[config.mk]
export PLATFORM = sky130hd
export DESIGN_NAME = csr_regset
export DESIGN_NICKNAME = d
export VERILOG_FILES = /design/src/hw/csr_pkg.sv /design/src/hw/csr_regset.sv
export VERILOG_INCLUDE_DIRS = /design/src /design/src/hw
export SDC_FILE = /design/constraint.sdc
export NUM_CORES = 1
export LEC_CHECK = 0
export BUFFER_PORTS_ARGS = -buffer_cell sky130_fd_sc_hd__buf_2
export CORE_MARGIN = 3
export CORE_UTILIZATION = 30
export DETAILED_ROUTE_END_ITERATION = 6
export SETUP_SLACK_MARGIN = 0.2
export SYNTH_ARGS = -nofsm -noshare
export SYNTH_HDL_FRONTEND = slang
export SYNTH_SLANG_ARGS = --single-unit
[constraint.sdc]
create_clock -name ref_clk -period 2 [get_ports ref_clk]
set_input_delay 0.4 -clock ref_clk [delete_from_list [all_inputs] [get_ports ref_clk]]
set_output_delay 0.4 -clock ref_clk [all_outputs]
set_load 0.02 [all_outputs]
[src/hw/csr_regs.svh]
// constants for the cpu system register set: numbers, field positions, widths
// assumes the pipeline selects registers by a 5-bit system register number
`ifndef CSR_REGS_SVH
`define CSR_REGS_SVH
`define CSR_NUM_IRQ_PC      5'h00
`define CSR_NUM_IRQ_ST      5'h01
`define CSR_NUM_NMI_PC      5'h02
`define CSR_NUM_NMI_ST      5'h03
`define CSR_NUM_EXC_SRC     5'h04
`define CSR_NUM_PSW         5'h05
`define CSR_NUM_CT_PC       5'h10
`define CSR_NUM_CT_ST       5'h11
`define CSR_NUM_TRAP_PC     5'h12
`define CSR_NUM_TRAP_ST     5'h13
`define CSR_NUM_CT_BASE     5'h14
`define CSR_PC_BITS         26
`define CSR_ST_BITS         8
`define CSR_BIT_NP          7
`define CSR_BIT_EP          6
`define CSR_BIT_ID          5
`define CSR_BIT_SAT         4
`define CSR_BIT_CY          3
`define CSR_BIT_OV          2
`define CSR_BIT_S           1
`define CSR_BIT_Z           0
`define CSR_PSW_RESET       8'h20
`define CSR_SAT_POS_MAX     32'h7FFFFFFF
`define CSR_SAT_NEG_MAX     32'h80000000
`endif

[src/hw/csr_pkg.sv]
// types for the cpu system register set
// assumes csr_regs.svh is included by the design file
package csr_pkg;
  // one arithmetic result with its flags from the execute stage
  typedef struct packed {
    logic       valid;
    logic       is_sat;
    logic [3:0] flags;
  } csr_alu_t;
  // one system register access from the pipeline
  typedef struct packed {
    logic        wr;
    logic [4:0]  num;
    logic [31:0] data;
  } csr_acc_t;
  // event that saves or restores status
  typedef enum logic [2:0] {
    CSR_EV_NONE, CSR_EV_IRQ, CSR_EV_NMI, CSR_EV_CALL, CSR_EV_TRAP, CSR_EV_INTERRUPT_RETURN, CSR_EV_DEBUG_RETURN
  } csr_ev_t;
endpackage : csr_pkg

[src/hw/csr_regset.sv]
// the cpu system register set: save pairs, source, status word, call base
// assumes the pipeline gives one event and one access per ref_clk edge
`include "csr_regs.svh"
`timescale 1ns/1ps
`default_nettype none
module csr_regset #(
  parameter int EXC_W = 32
) (
  // clock and reset
  input  wire logic              ref_clk,
  input  wire logic              nrst,
  // save and restore events
  input  wire csr_pkg::csr_ev_t  event_kind,
  input  wire logic [31:0]       next_pc_in,
  input  wire logic [EXC_W-1:0]  exc_code_in,
  // system register access
  input  wire csr_pkg::csr_acc_t acc,
  // arithmetic results
  input  wire csr_pkg::csr_alu_t alu,
  // interrupt request
  input  wire logic              irq_req,
  // outputs
  output logic [31:0]            rd_data,
  output logic [31:0]            restore_pc,
  output logic                   restore_valid,
  output logic [31:0]            status_word,
  output logic                   irq_ack_ok,
  output logic                   nmi_active
);
  // register storage, only meaningful bits kept; upper bits read as zero
  logic [25:0]      irq_saved_pc;             // pc saved on maskable entry
  logic [7:0]       irq_saved_status;         // status saved on maskable entry
  logic [25:0]      nmi_saved_pc;             // pc saved on nmi entry
  logic [7:0]       nmi_saved_status;         // status saved on nmi entry
  logic [25:0]      table_call_saved_pc;      // pc saved by a table call
  logic [7:0]       table_call_saved_status;  // status saved by a table call
  logic [25:0]      trap_saved_pc;            // pc saved on a trap
  logic [7:0]       trap_saved_status;        // status saved on a trap
  logic [25:0]      table_call_base;          // table call base, bit zero low
  logic [7:0]       program_status_word;      // live status flags
  logic [EXC_W-1:0] exception_source;         // code of the last entry
  logic             in_debug;                 // between trap entry and debug return

  // zero-extend helpers
  function automatic logic [31:0] ext_pc(input logic [25:0] v);
    ext_pc = {6'h00, v};
  endfunction : ext_pc
  function automatic logic [31:0] ext_st(input logic [7:0] v);
    ext_st = {24'h000000, v};
  endfunction : ext_st

  // decode of writes
  wire ld   = acc.wr;
  wire w_ipc = ld && acc.num == `CSR_NUM_IRQ_PC;
  wire w_ist = ld && acc.num == `CSR_NUM_IRQ_ST;
  wire w_npc = ld && acc.num == `CSR_NUM_NMI_PC;
  wire w_nst = ld && acc.num == `CSR_NUM_NMI_ST;
  wire w_psw = ld && acc.num == `CSR_NUM_PSW;
  wire w_cpc = ld && acc.num == `CSR_NUM_CT_PC;
  wire w_cst = ld && acc.num == `CSR_NUM_CT_ST;
  wire w_tpc = ld && in_debug && acc.num == `CSR_NUM_TRAP_PC;
  wire w_tst = ld && in_debug && acc.num == `CSR_NUM_TRAP_ST;
  wire w_cbp = ld && acc.num == `CSR_NUM_CT_BASE;
  wire [25:0] wpc = acc.data[25:0];
  wire [7:0]  wst = acc.data[7:0];

  // read selection by number; reserved and upper bits zero
  logic [31:0] next_rd;
  always_comb begin
    unique case (acc.num)
      `CSR_NUM_IRQ_PC:  next_rd = ext_pc(irq_saved_pc);
      `CSR_NUM_IRQ_ST:  next_rd = ext_st(irq_saved_status);
      `CSR_NUM_NMI_PC:  next_rd = ext_pc(nmi_saved_pc);
      `CSR_NUM_NMI_ST:  next_rd = ext_st(nmi_saved_status);
      `CSR_NUM_EXC_SRC: next_rd = 32'(exception_source);
      `CSR_NUM_PSW:     next_rd = ext_st(program_status_word);
      `CSR_NUM_CT_PC:   next_rd = ext_pc(table_call_saved_pc);
      `CSR_NUM_CT_ST:   next_rd = ext_st(table_call_saved_status);
      `CSR_NUM_TRAP_PC: next_rd = in_debug ? ext_pc(trap_saved_pc) : 32'h00000000;
      `CSR_NUM_TRAP_ST: next_rd = in_debug ? ext_st(trap_saved_status) : 32'h00000000;
      `CSR_NUM_CT_BASE: next_rd = ext_pc(table_call_base);
      default:          next_rd = 32'h00000000;
    endcase
  end

  // event decode
  wire ev_irq  = event_kind == csr_pkg::CSR_EV_IRQ;
  wire ev_nmi  = event_kind == csr_pkg::CSR_EV_NMI;
  wire ev_call = event_kind == csr_pkg::CSR_EV_CALL;
  wire ev_trap = event_kind == csr_pkg::CSR_EV_TRAP;
  wire ev_interrupt_return = event_kind == csr_pkg::CSR_EV_INTERRUPT_RETURN;
  wire ev_dbr  = event_kind == csr_pkg::CSR_EV_DEBUG_RETURN;
  wire psw_np  = program_status_word[`CSR_BIT_NP];

  // interrupt return picks nmi pair when nmi flag set
  wire [25:0] interrupt_return_pc = psw_np ? nmi_saved_pc : irq_saved_pc;
  wire [7:0]  interrupt_return_st = psw_np ? nmi_saved_status : irq_saved_status;
  wire [25:0] rest_pc = ev_dbr ? trap_saved_pc : interrupt_return_pc;
  wire [31:0] next_restore_pc = ext_pc({rest_pc[25:1], 1'b0});

  // flag merge from an arithmetic result
  wire sat_hit = alu.valid && alu.is_sat && alu.flags[2];
  wire [7:0] alu_psw = {program_status_word[7:5],
                        program_status_word[`CSR_BIT_SAT] | sat_hit,
                        alu.flags};

  // next status word by priority: events, then load write, then alu
  logic [7:0] next_psw;
  always_comb begin
    next_psw = program_status_word;
    if (ev_interrupt_return) begin
      next_psw = interrupt_return_st;
    end else if (ev_dbr) begin
      next_psw = trap_saved_status;
    end else if (ev_nmi) begin
      next_psw = program_status_word | 8'hA0;
    end else if (ev_irq || ev_trap) begin
      // exception flag set, disable set for the handler
      next_psw = program_status_word | 8'h60;
    end else if (w_psw) begin
      // load write replaces all flags, sticky takes the written bit
      next_psw = wst;
    end else if (alu.valid) begin
      next_psw = alu_psw;
    end
  end

  // status word register; the outside copy follows the same next value
  always_ff @(posedge ref_clk or negedge nrst) begin
    if (!nrst) begin
      program_status_word <= `CSR_PSW_RESET;
      status_word         <= 32'h00000020;
      nmi_active          <= 1'b0;
    end else begin
      program_status_word <= next_psw;
      // a load write shows at the very next edge
      status_word         <= ext_st(next_psw);
      // nmi in service mirrors its status bit
      nmi_active          <= next_psw[`CSR_BIT_NP];
    end
  end

  // read data for the number on the access bus, one edge later
  always_ff @(posedge ref_clk or negedge nrst) begin
    if (!nrst) begin
      rd_data <= 32'h00000000;
    end else begin
      rd_data <= next_rd;
    end
  end

  // restore address and its one-cycle strobe
  always_ff @(posedge ref_clk or negedge nrst) begin
    if (!nrst) begin
      restore_pc    <= 32'h00000000;
      restore_valid <= 1'b0;
    end else begin
      restore_pc    <= next_restore_pc;
      restore_valid <= ev_interrupt_return || ev_dbr;
    end
  end

  // no ack while disable set or being set
  wire next_ack = irq_req && !next_psw[`CSR_BIT_ID] && !next_psw[`CSR_BIT_NP]
                  && !(w_psw && wst[`CSR_BIT_ID]);
  // acknowledge permission towards the interrupt controller
  always_ff @(posedge ref_clk or negedge nrst) begin
    if (!nrst) begin
      irq_ack_ok <= 1'b0;
    end else begin
      irq_ack_ok <= next_ack;
    end
  end

  // maskable interrupt pair, saved on irq entry only
  always_ff @(posedge ref_clk or negedge nrst) begin
    if (!nrst) begin
      irq_saved_pc     <= 26'h0000000;
      irq_saved_status <= 8'h00;
    end else if (ev_irq) begin
      // entry capture wins over a load write in the same cycle
      irq_saved_pc     <= next_pc_in[25:0];
      irq_saved_status <= program_status_word;
    end else begin
      // load writes land field by field
      if (w_ipc) begin
        irq_saved_pc <= wpc;
      end
      if (w_ist) begin
        irq_saved_status <= wst;
      end
    end
  end

  // nmi pair, kept apart from the maskable pair
  always_ff @(posedge ref_clk or negedge nrst) begin
    if (!nrst) begin
      nmi_saved_pc     <= 26'h0000000;
      nmi_saved_status <= 8'h00;
    end else if (ev_nmi) begin
      // entry capture wins over a load write in the same cycle
      nmi_saved_pc     <= next_pc_in[25:0];
      nmi_saved_status <= program_status_word;
    end else begin
      // load writes land field by field
      if (w_npc) begin
        nmi_saved_pc <= wpc;
      end
      if (w_nst) begin
        nmi_saved_status <= wst;
      end
    end
  end

  always_ff @(posedge ref_clk or negedge nrst) begin
    if (!nrst) begin
      table_call_saved_pc     <= 26'h0000000;
      table_call_saved_status <= 8'h00;
    end else if (ev_call) begin
      // the call saves the address after itself
      table_call_saved_pc     <= next_pc_in[25:0];
      table_call_saved_status <= program_status_word;
    end else begin
      // load writes land field by field
      if (w_cpc) begin
        table_call_saved_pc <= wpc;
      end
      if (w_cst) begin
        table_call_saved_status <= wst;
      end
    end
  end

  always_ff @(posedge ref_clk or negedge nrst) begin
    if (!nrst) begin
      trap_saved_pc     <= 26'h0000000;
      trap_saved_status <= 8'h00;
    end else if (ev_trap) begin
      // entry capture wins over a load write in the same cycle
      trap_saved_pc     <= next_pc_in[25:0];
      trap_saved_status <= program_status_word;
    end else begin
      // load writes only reach here inside the debug window
      if (w_tpc) begin
        trap_saved_pc <= wpc;
      end
      if (w_tst) begin
        trap_saved_status <= wst;
      end
    end
  end

  // base pointer bit zero held low
  always_ff @(posedge ref_clk or negedge nrst) begin
    if (!nrst) begin
      table_call_base <= 26'h0000000;
    end else if (w_cbp) begin
      table_call_base <= {wpc[25:1], 1'b0};
    end
  end

  // source changes only on entries, never by a load write
  always_ff @(posedge ref_clk or negedge nrst) begin
    if (!nrst) begin
      exception_source <= '0;
    end else if (ev_irq || ev_nmi || ev_trap) begin
      exception_source <= exc_code_in;
    end
  end

  // debug window opens at a trap and closes at debug return
  always_ff @(posedge ref_clk or negedge nrst) begin
    if (!nrst) begin
      in_debug <= 1'b0;
    end else if (ev_trap) begin
      in_debug <= 1'b1;
    end else if (ev_dbr) begin
      in_debug <= 1'b0;
    end
  end

  // checks
  chk_src_readonly: assert property (@(posedge ref_clk) disable iff (!nrst)
    (acc.wr && acc.num == `CSR_NUM_EXC_SRC && event_kind == csr_pkg::CSR_EV_NONE)
      |=> $stable(exception_source)) else $error("source changed by load");
  chk_restore_even: assert property (@(posedge ref_clk) disable iff (!nrst)
    restore_valid |-> restore_pc[0] == 1'b0 && restore_pc[31:26] == 6'h00)
    else $error("restored pc odd or wide");
  chk_nmi_flag_set: assert property (@(posedge ref_clk) disable iff (!nrst)
    ev_nmi |=> program_status_word[`CSR_BIT_NP] && nmi_active)
    else $error("nmi flag not set");
  chk_irq_save_pc: assert property (@(posedge ref_clk) disable iff (!nrst)
    ev_irq |=> irq_saved_pc == $past(next_pc_in[25:0]) &&
      irq_saved_status == $past(program_status_word)) else $error("irq save wrong");
  chk_nmi_save_pc: assert property (@(posedge ref_clk) disable iff (!nrst)
    ev_nmi |=> nmi_saved_pc == $past(next_pc_in[25:0]) && $stable(irq_saved_pc))
    else $error("nmi save wrong");
  chk_no_ack_disabled: assert property (@(posedge ref_clk) disable iff (!nrst)
    program_status_word[`CSR_BIT_ID] && !w_psw && !ev_interrupt_return && !ev_dbr |=> !irq_ack_ok)
    else $error("ack while disabled");
  chk_ack_load_disable: assert property (@(posedge ref_clk) disable iff (!nrst)
    (w_psw && wst[`CSR_BIT_ID]) |=> !irq_ack_ok) else $error("ack during disable load");
  chk_sat_sticky: assert property (@(posedge ref_clk) disable iff (!nrst)
    program_status_word[`CSR_BIT_SAT] && event_kind == csr_pkg::CSR_EV_NONE && !w_psw
      |=> program_status_word[`CSR_BIT_SAT]) else $error("sticky flag lost");
  chk_sat_needs_ov: assert property (@(posedge ref_clk) disable iff (!nrst)
    (alu.valid && alu.is_sat && !alu.flags[2] && !program_status_word[`CSR_BIT_SAT]
      && event_kind == csr_pkg::CSR_EV_NONE && !w_psw) |=> !program_status_word[`CSR_BIT_SAT])
    else $error("sat without overflow");
  chk_trap_gate: assert property (@(posedge ref_clk) disable iff (!nrst)
    (!in_debug && acc.wr && acc.num == `CSR_NUM_TRAP_PC && !ev_trap) |=> $stable(trap_saved_pc))
    else $error("trap pc written outside debug");
  chk_base_even: assert property (@(posedge ref_clk) disable iff (!nrst)
    w_cbp |=> table_call_base[0] == 1'b0 ##1 table_call_base[0] == 1'b0)
    else $error("base odd");
  // save, restore, status and read checks
  chk_call_save: assert property (@(posedge ref_clk) disable iff (!nrst)
    ev_call |=> table_call_saved_pc == $past(next_pc_in[25:0]) &&
      table_call_saved_status == $past(program_status_word)) else $error("call save wrong");
  chk_trap_save: assert property (@(posedge ref_clk) disable iff (!nrst)
    ev_trap |=> trap_saved_pc == $past(next_pc_in[25:0]) && in_debug &&
      trap_saved_status == $past(program_status_word)) else $error("trap save wrong");
  chk_debug_return_restore: assert property (@(posedge ref_clk) disable iff (!nrst)
    ev_dbr |=> restore_valid && restore_pc[25:1] == $past(trap_saved_pc[25:1]) &&
      status_word[7:0] == $past(trap_saved_status)) else $error("debug return wrong");
  chk_interrupt_return_irq_pair: assert property (@(posedge ref_clk) disable iff (!nrst)
    ev_interrupt_return && !psw_np |=> restore_valid && restore_pc[25:1] == $past(irq_saved_pc[25:1]) &&
      status_word[7:0] == $past(irq_saved_status)) else $error("irq return wrong");
  chk_interrupt_return_nmi_pair: assert property (@(posedge ref_clk) disable iff (!nrst)
    ev_interrupt_return && psw_np |=> restore_valid && restore_pc[25:1] == $past(nmi_saved_pc[25:1]) &&
      status_word[7:0] == $past(nmi_saved_status)) else $error("nmi return wrong");
  chk_entry_ep_set: assert property (@(posedge ref_clk) disable iff (!nrst)
    (ev_irq || ev_trap) |=> program_status_word[`CSR_BIT_EP]) else $error("progress flag low");
  chk_status_write: assert property (@(posedge ref_clk) disable iff (!nrst)
    (w_psw && event_kind == csr_pkg::CSR_EV_NONE) |=> status_word[7:0] == $past(acc.data[7:0]))
    else $error("status write late");
  chk_read_upper_zero: assert property (@(posedge ref_clk) disable iff (!nrst)
    (acc.num != `CSR_NUM_EXC_SRC) |=> rd_data[31:26] == 6'h00 && status_word[31:8] == 24'h000000)
    else $error("upper bits set");
  chk_reserved_zero: assert property (@(posedge ref_clk) disable iff (!nrst)
    ((acc.num > `CSR_NUM_PSW && acc.num < `CSR_NUM_CT_PC) || acc.num > `CSR_NUM_CT_BASE)
      |=> rd_data == 32'h00000000) else $error("reserved number reads data");
endmodule : csr_regset
`default_nettype wire

# [After elaboration in Yosys (flattened, before gate mapping)]
# Cells that the tools add are included.
# W data, S select, Z words.
[totals] register_bits=262 output_inout_bits=99 wordCells=106 inputBits=114
[classes] n_reduce_logical=38 eq_ne=18 muxes=30 bitwise=1
[ops] op="$pmux W32 S11" n=1
[ops] op="$mux W26" n=11
[ops] op="$mux W8" n=15
[ops] op="$eq A5 B5 Y1 const B" n=5
[ops] op="$reduce_bool A2 Y1" n=9
[ops] op="$logic_and A1 B1 Y1" n=17
[ops] op="$eq A5 B2 Y1 const B" n=2
[ops] op="$eq A5 B3 Y1 const B" n=2
[ops] op="$eq A3 B3 Y1 const B" n=3
[ops] op="$reduce_bool A4 Y1" n=2
[ops] op="$eq A3 B2 Y1 const B" n=2
[ops] op="$eq A5 B1 Y1 const B" n=1
[ops] op="$logic_not A5 Y1" n=1
[ops] op="$mux W5" n=1
[ops] op="$logic_or A1 B1 Y1" n=4
[ops] op="$eq A3 B1 Y1 const B" n=1
[ops] op="$logic_not A1 Y1" n=3
[ops] op="$ne A3 B1 Y1 const B" n=1
[ops] op="$ne A3 B3 Y1 const B" n=1
[ops] op="$reduce_and A3 Y1" n=1
[ops] op="$mux W1" n=2
[ops] op="$reduce_and A2 Y1" n=1
[ops] op="$or A1 B1 Y1" n=1

# [Longest topological paths before layout]
# Gate-level depths: netlist of the first run.
[logic_depth] ltp_word=13 depth_mapped=8 depth_no_buf=5

# [Worst setup path after synthesis of the first run]
# OpenSTA, ideal clock, no wires.
[synth_timing] kind="input-to-reg" startpoint="in event_kind[0]" endpoint="reg exception_source[10]" path_buffers=3 setup_ns=0.125 required_time_ns=1.875 setup_slack_ns=0.007 cell_stages=7 arrival_ns=1.868 cell_sequence="buf_2 -> nand2b_1 -> nor2_1 -> or2_2 -> clkbuf_1 -> buf_2 -> mux2_2"
[synth_via] elab_chain_cells=3
[synth_lines] element="from (decl)" line="csr_regset.sv:13" text="input wire csr_pkg::csr_ev_t event_kind,"
[synth_lines] element="$eq A3 B1 Y1 or $eq A3 B2 Y1 (tied branches)" line="csr_regset.sv:87, csr_regset.sv:88"
[synth_lines] element="$logic_or A1 B1 Y1" line="csr_regset.sv:266" text="end else if (ev_irq || ev_nmi || ev_trap) begin"
[synth_lines] element="$logic_or A1 B1 Y1 (*)" line="csr_regset.sv:266"
[synth_lines] element="to (signal assigned)" line="csr_regset.sv:267" text="exception_source <= exc_code_in;"
[synth_lines] element="to (decl)" line="csr_regset.sv:41" text="logic [EXC_W-1:0] exception_source;"
# Every way passes the cells marked *; elsewhere a longest branch is shown, timed or not.
# A chain may end at the register's enable or synchronous reset.

# [Final worst setup path of the first run]
[layout_timing] startpoint="reg status_word[2]" endpoint="out status_word[2]"
[layout_rtl] element="from (decl)" line="csr_regset.sv:26" text="output logic [31:0] status_word,"
[layout_rtl] element="from (signal assigned)" line="csr_regset.sv:137" text="status_word <= ext_st(next_psw);"
# No word-level cell between the ends.

==> flow_summary.json, run 1 <==
{
  "outcome": "finished clean",
  "drt_iter0_markers": 826,
  "drtPass1Iterations": 7,
  "cts-htree-levels": 1,
  "relSlewSlack": 0.4686,
  "hpwlAfterDp_mm": 26.67,
  "synth_edf_count": 0,
  "cts-root-buf": "clkbuf_16",
  "place_area_um2": 14710,
  "drt_wl_total_mm": 40.64,
  "worst_pin_slew_ns": 0.7971,
  "synth_seq_area_share": 0.5163,
  "power.total_mw": 15.30,
  "min_from": "exc_code_in[4]",
  "arrival_ns": 1.32,
  "instances_no_fill": 1935,
  "drive_gt1_frac": 0.2857,
  "ys_ff_latch": 261,
  "combPwrFrac": 0.177,
  "synth_area_leaders": "dfrtp_1, mux2i_1, mux2_2, a22oi_1, nand2_1",
  "hold_viol": 0,
  "switching_share": 0.2911,
  "cpPeakStageDelay_ns": 0.41,
  "p_leak_nw": 8.013,
  "yosysTopAreaCellShare": 0.5142,
  "slew_violations": 0,
  "synthFlopType": "dfrtp_1",
  "fp.dieW_um": 211.4,
  "sequentialPowerShare": 0.447,
  "grt_overflow": 0,
  "critical_path_class": "flop to output port",
  "coreArea_um2": 41200,
  "async_flop_share": 1.000,
  "drv_cap": 0,
  "clk_pin_slew_ns": 0.06,
  "worst-path-buf-inv": 2,
  "end_kind": "output port",
  "placedCellCount": 1873,
  "skew_ns": 0.01646,
  "setup_viol": 0,
  "grt_first_pass_wirelength_mm": 61.50,
  "whs_ns": 0.04615,
  "dp_slack_ns": -0.03309,
  "max_clock_freq_ghz": 0.5819,
  "internal_power_mw": 10.85,
  "synth_cells": 1184,
  "fp-row-count": 74,
  "layout_commonest_cell": "dfrtp_1",
  "path_cells": "buf_4, buf_2",
  "antenna_found_initial": 8,
  "vias_per_cell": 5.147,
  "powerDensity_nw_per_um2": 967.9,
  "switchingPower_mw": 4.454,
  "ant_nets": 0,
  "syn_area_per_cell_um2": 10.69,
  "p_clk_frac": 0.375,
  "crit_path_start": "status_word[2]",
  "fin_ws_ns": 0.2815,
  "die-area_um2": 44680,
  "period_minus_slack_ns": 1.719,
  "synth_area_um2": 12650,
  "pin_count": 213,
  "yosysWarningCount": 0,
  "hp-class": "input port to flop",
  "r2r-start": "in_debug",
  "layout.cells.most_common_list": "dfrtp_1, buf_2, mux2i_1, nand2_1, a22oi_1",
  "start_util": 0.3071,
  "track_usage": 0.1788,
  "crit_slowest_cell": "dfrtp_1",
  "dieHeight_um": 211.4,
  "cts_buffers": 30,
  "grt_pass1_vias": 9952,
  "clk_path_buf_depth": 3,
  "cp-start-kind": "flop",
  "synth_largest_area_cell": "dfrtp_1",
  "fillCellCount": 4045,
  "clock_sinks": 261,
  "multi_input_area_um2": 5687,
  "critPathRequiredTime_ns": 1.60,
  "drt-wirelength-per-cell_um": 21.00,
  "final_nets": 1491,
  "peakVddDrop_mv": 0.6389,
  "worstPathMaxFanout": 6,
  "ys_types": 56,
  "grt_max_degree": 69,
  "final-seq-area_um2": 6536,
  "min_period_over_period": 0.8593,
  "area_growth_pct": 24.93,
  "stdcell_area_um2": 15810,
  "crit_family": "flip-flops",
  "drc": 0,
  "rsz0062_at_grt": "no",
  "cts_tree": "built",
  "dr_total_vias": 9959,
  "clk_latency_ns": 0.58,
  "gp_congestion": 0.8059,
  "port_buffers": 169
}
-- metal layers --
metal	track usage	up-vias	routed length, µm
li1	-	4597	-
met1	0.2499	4909	17830
met2	0.2866	380	18770
met3	0.03320	65	3074
met4	0.04804	8	908
met5	0	-	50
-- path summary, 6_finish.rpt --
check | end | slack, ns | cells after the start
setup / recovery | status_word[2] | 0.28 | 2
hold / removal | exception_source[4] | 0.05 | 2
setup reg to reg | rd_data[9] | 0.34 | 5
hold reg to reg | rd_data[30] | 0.47 | 1
max in group asynchronous | status_word[5] | 0.92 | 3
min in group asynchronous | exception_source[19] | 0.34 | 2
-- cells by family (layout without fill, tap and decap cells) --
logic type	count (synthesis)	in the layout	synth area share
simple gates	260	260	0.09641
xor+xnor	1	1	0.0006923
compound gates	305	305	0.1505
mux	223	223	0.1826
flops	261	261	0.5163
buf+inv	133	319	0.05320
other cells	1	34	0.0002964
-- cell usage after synthesis (all sizes together), types with 3 or more instances --
master	instances
clkbuf	56
inv	12
or2	5
nor2b	5
a211oi	3
mux2i	160
nor2	74
nand3b	3
and2	9
nand3	26
o22ai	4
o21ai	106
nand2b	7
a22o	4
a222oi	15
a21oi	69
nand2	113
nor3	8
a21o	5
mux2	63
a31oi	4
a221oi	3
a22oi	85
buf	65
dfrtp	260
-- per-stage QoR --
step                       TNS, ns    util
final                            0  0.3837
after global routing             0  0.3836
after CTS                        0  0.3831
after detailed placement  -0.03857  0.3569
after global placement           0  0.3569
after floorplan                  0       -
-- final cells by class --
type	instances	share of cell area
sequential	261	0.4135
clock inverter	10	0.008390
tap	532	0.04211
multi-input combinational	820	0.3597
inverter	12	0.002849
clock buffer	45	0.05865
antenna	3	0.0004749
timing repair buffer	252	0.1143
-- power groups by stage --
stage	clock network (mW)	logic [mW]	registers (mW)
finish	5.74	2.71	6.85
global placement	0	2.63	6.93
floorplan	0	1.51	6.98
detailed placement	0	2.69	6.95
global route	6.13	2.98	6.95
CTS	5.92	2.71	6.86
-- sequential cells by signal, summed over array words and instances (netlist names) --
signal and count:
irq_saved_status 8, nmi_saved_pc 26, restore_valid 1, restore_pc 25
nmi_saved_status 8, irq_ack_ok 1, exception_source 32, in_debug 1
table_call_saved_status 8, rd_data 32, table_call_base 25, trap_saved_status 8
irq_saved_pc 26, table_call_saved_pc 26, trap_saved_pc 26, status_word 8
-- what timing repair did --
item,4_1_cts,5_1_grt
hold endpoints to repair,49,0
setup buffers,1,2
hold buffers,1,0
gates resized for setup,1,0
setup endpoints to repair,3,2
Note: power is estimated with default switching activity, not from simulation.
==> inputs of run 2 (changes only) <==
==> constraint.sdc (replaced) <==
create_clock -name ref_clk -period 2 [get_ports ref_clk]
set_input_delay 0.4 -clock ref_clk [delete_from_list [all_inputs] [get_ports ref_clk]]
set_output_delay 0.4 -clock ref_clk [all_outputs]
set_load 0.05 [all_outputs]
==> run 2 against run 1 <==
Net effect: fmax fell by 1.7%; clock power fell by 2%; critical path depth fell by 1; non-clock buffer count fell by 8; critical endpoint is now status_word[6]; largest cell class unchanged; via count fell by 0.50%.
==> flow_summary.json, run 2 (synthesized netlist as in run 1, its figures left out) <==
{
  "period_minus_slack_ns": 1.748,
  "cpPeakStageDelay_ns": 0.49,
  "cts-htree-levels": 1,
  "clk_pin_slew_ns": 0.06,
  "critical_path_class": "flop to output port",
  "slew_violations": 0,
  "cts-root-buf": "clkbuf_16",
  "end_kind": "output port",
  "clk_path_buf_depth": 3,
  "hp-class": "input port to flop",
  "crit_family": "flip-flops",
  "worst_pin_slew_ns": 0.5952,
  "p_clk_frac": 0.358,
  "grt_first_pass_wirelength_mm": 60.57,
  "dr_total_vias": 9909,
  "switching_share": 0.3138,
  "grt_max_degree": 69,
  "start_util": 0.3071,
  "drt_wl_total_mm": 39.60,
  "hold_viol": 0,
  "whs_ns": 0.06622,
  "clk_latency_ns": 0.56,
  "place_area_um2": 14570,
  "powerDensity_nw_per_um2": 1005,
  "drt_iter0_markers": 941,
  "cts_buffers": 31,
  "r2r_slack_ns": 0.34,
  "cp-start-kind": "flop",
  "fp-row-count": 74,
  "drv_cap": 0,
  "arrival_ns": 1.35,
  "drtPass1Iterations": 5,
  "track_usage": 0.1745,
  "drt-wirelength-per-cell_um": 20.57,
  "setup_viol": 0,
  "drc": 0,
  "drive_gt1_frac": 0.2804,
  "path_cells": "clkbuf_4",
  "skew_ns": 0.01208,
  "ant_nets": 0,
  "internal_power_mw": 10.80,
  "hold_depth": 2,
  "rr_endpoint": "trap_saved_pc[4]",
  "p_leak_nw": 7.916,
  "largest_registers": "exception_source x32, rd_data x32",
  "worst-path-buf-inv": 1,
  "fin_ws_ns": 0.2521,
  "antenna_found_initial": 6,
  "sequentialPowerShare": 0.436,
  "peakVddDrop_mv": 0.5897,
  "whs_endpoint": "exception_source[4]",
  "clock_sinks": 261,
  "outcome": "finished clean",
  "dieHeight_um": 211.4,
  "gp_congestion": 0.7926,
  "worstPathMaxFanout": 7,
  "fp.dieW_um": 211.4,
  "die-area_um2": 44680,
  "crit_slowest_cell": "dfrtp_1",
  "hpwlAfterDp_mm": 25.88,
  "relSlewSlack": 0.6032,
  "coreArea_um2": 41200,
  "min_from": "exc_code_in[4]",
  "grt_pass1_vias": 9868,
  "layout.cells.most_common_list": "dfrtp_1, buf_2, mux2i_1, nand2_1, a22oi_1",
  "grt_overflow": 0,
  "combPwrFrac": 0.206,
  "r2r-start": "in_debug",
  "area_growth_pct": 23.87,
  "power.total_mw": 15.75,
  "layout_commonest_cell": "dfrtp_1",
  "instances_no_fill": 1925,
  "fillCellCount": 4090,
  "max_clock_freq_ghz": 0.5721,
  "vias_per_cell": 5.148,
  "final_nets": 1484,
  "stdcell_area_um2": 15670,
  "port_buffers": 169,
  "critPathRequiredTime_ns": 1.60,
  "cts_tree": "built",
  "r2r_cells": 7,
  "placedCellCount": 1865,
  "dp_slack_ns": -0.07568,
  "pin_count": 213,
  "min_period_over_period": 0.8740,
  "switchingPower_mw": 4.941,
  "rsz0062_at_grt": "yes"
}
[run 2: cell count changes in the layout (fill, tap and decap cells not counted), sizes merged]
cell,before,now
buf,251,240
diode,3,2
clkinv,7,2
clkbuf,45,49
clkinvlp,0,3
[run 2: power groups by stage]
| stage | clock network, mW | logic [mW] | registers (mW) |
|---|---|---|---|
| 6_report | 5.64 | 3.25 | 6.86 |
| 5_1_grt | 6.06 | 3.52 | 6.97 |
| 3_5_place_dp | 0 | 3.19 | 6.96 |
| 3_3_place_gp | 0 | 3.14 | 6.94 |
| 4_1_cts | 5.79 | 3.25 | 6.86 |
| 2_1_floorplan | 0 | 1.60 | 7.44 |
[run 2: what timing repair did]
item	in CTS	in global routing
gates cloned	0	0
hold buffers	1	0
endpoints found under the hold margin	36	0
gates resized for setup	5	6
setup endpoints to repair	4	14
setup buffers	2	1
[run 2: worst max path at each step]
stage	start	end	slack, ns	cells after the start
floorplan	acc[34]	trap_saved_pc[15]	0.09	8
global placement	acc[36]	rd_data[6]	-0.07	6
detailed placement	acc[35]	rd_data[1]	-0.08	7
CTS	status_word[5]	status_word[5]	0.19	1
global route	status_word[6]	status_word[6]	0.19	1
finish	status_word[6]	status_word[6]	0.25	1
[run 2: area by class of cell]
type,count,area [µm²],area share
Tap cell,532,665.6,0.04247
Sequential cell,261,6536,0.4170
Clock inverter,8,101.3,0.006466
Timing Repair Buffer,244,1734,0.1106
Multi-Input combinational cell,820,5664,0.3614
Antenna cell,2,5.005,0.0003193
Inverter,12,45.04,0.002874
Clock buffer,46,922.1,0.05883
[run 2: stage by stage]
step                  util  TNS (ns)
global route        0.3804         0
global placement    0.3537   -0.1200
floorplan                -         0
finish              0.3804         0
CTS                 0.3798         0
detailed placement  0.3537   -0.2145
[run 2: per-layer routing]
layer	share of wire	routed length, µm	vias up	track usage
met1	0.45	17820	4888	0.2479
met2	0.46	18210	360	0.2758
met3	0.066	2629	68	0.03394
met4	0.022	885	8	0.04342
li1	-	-	4585	-
met5	0.0013	53	-	0
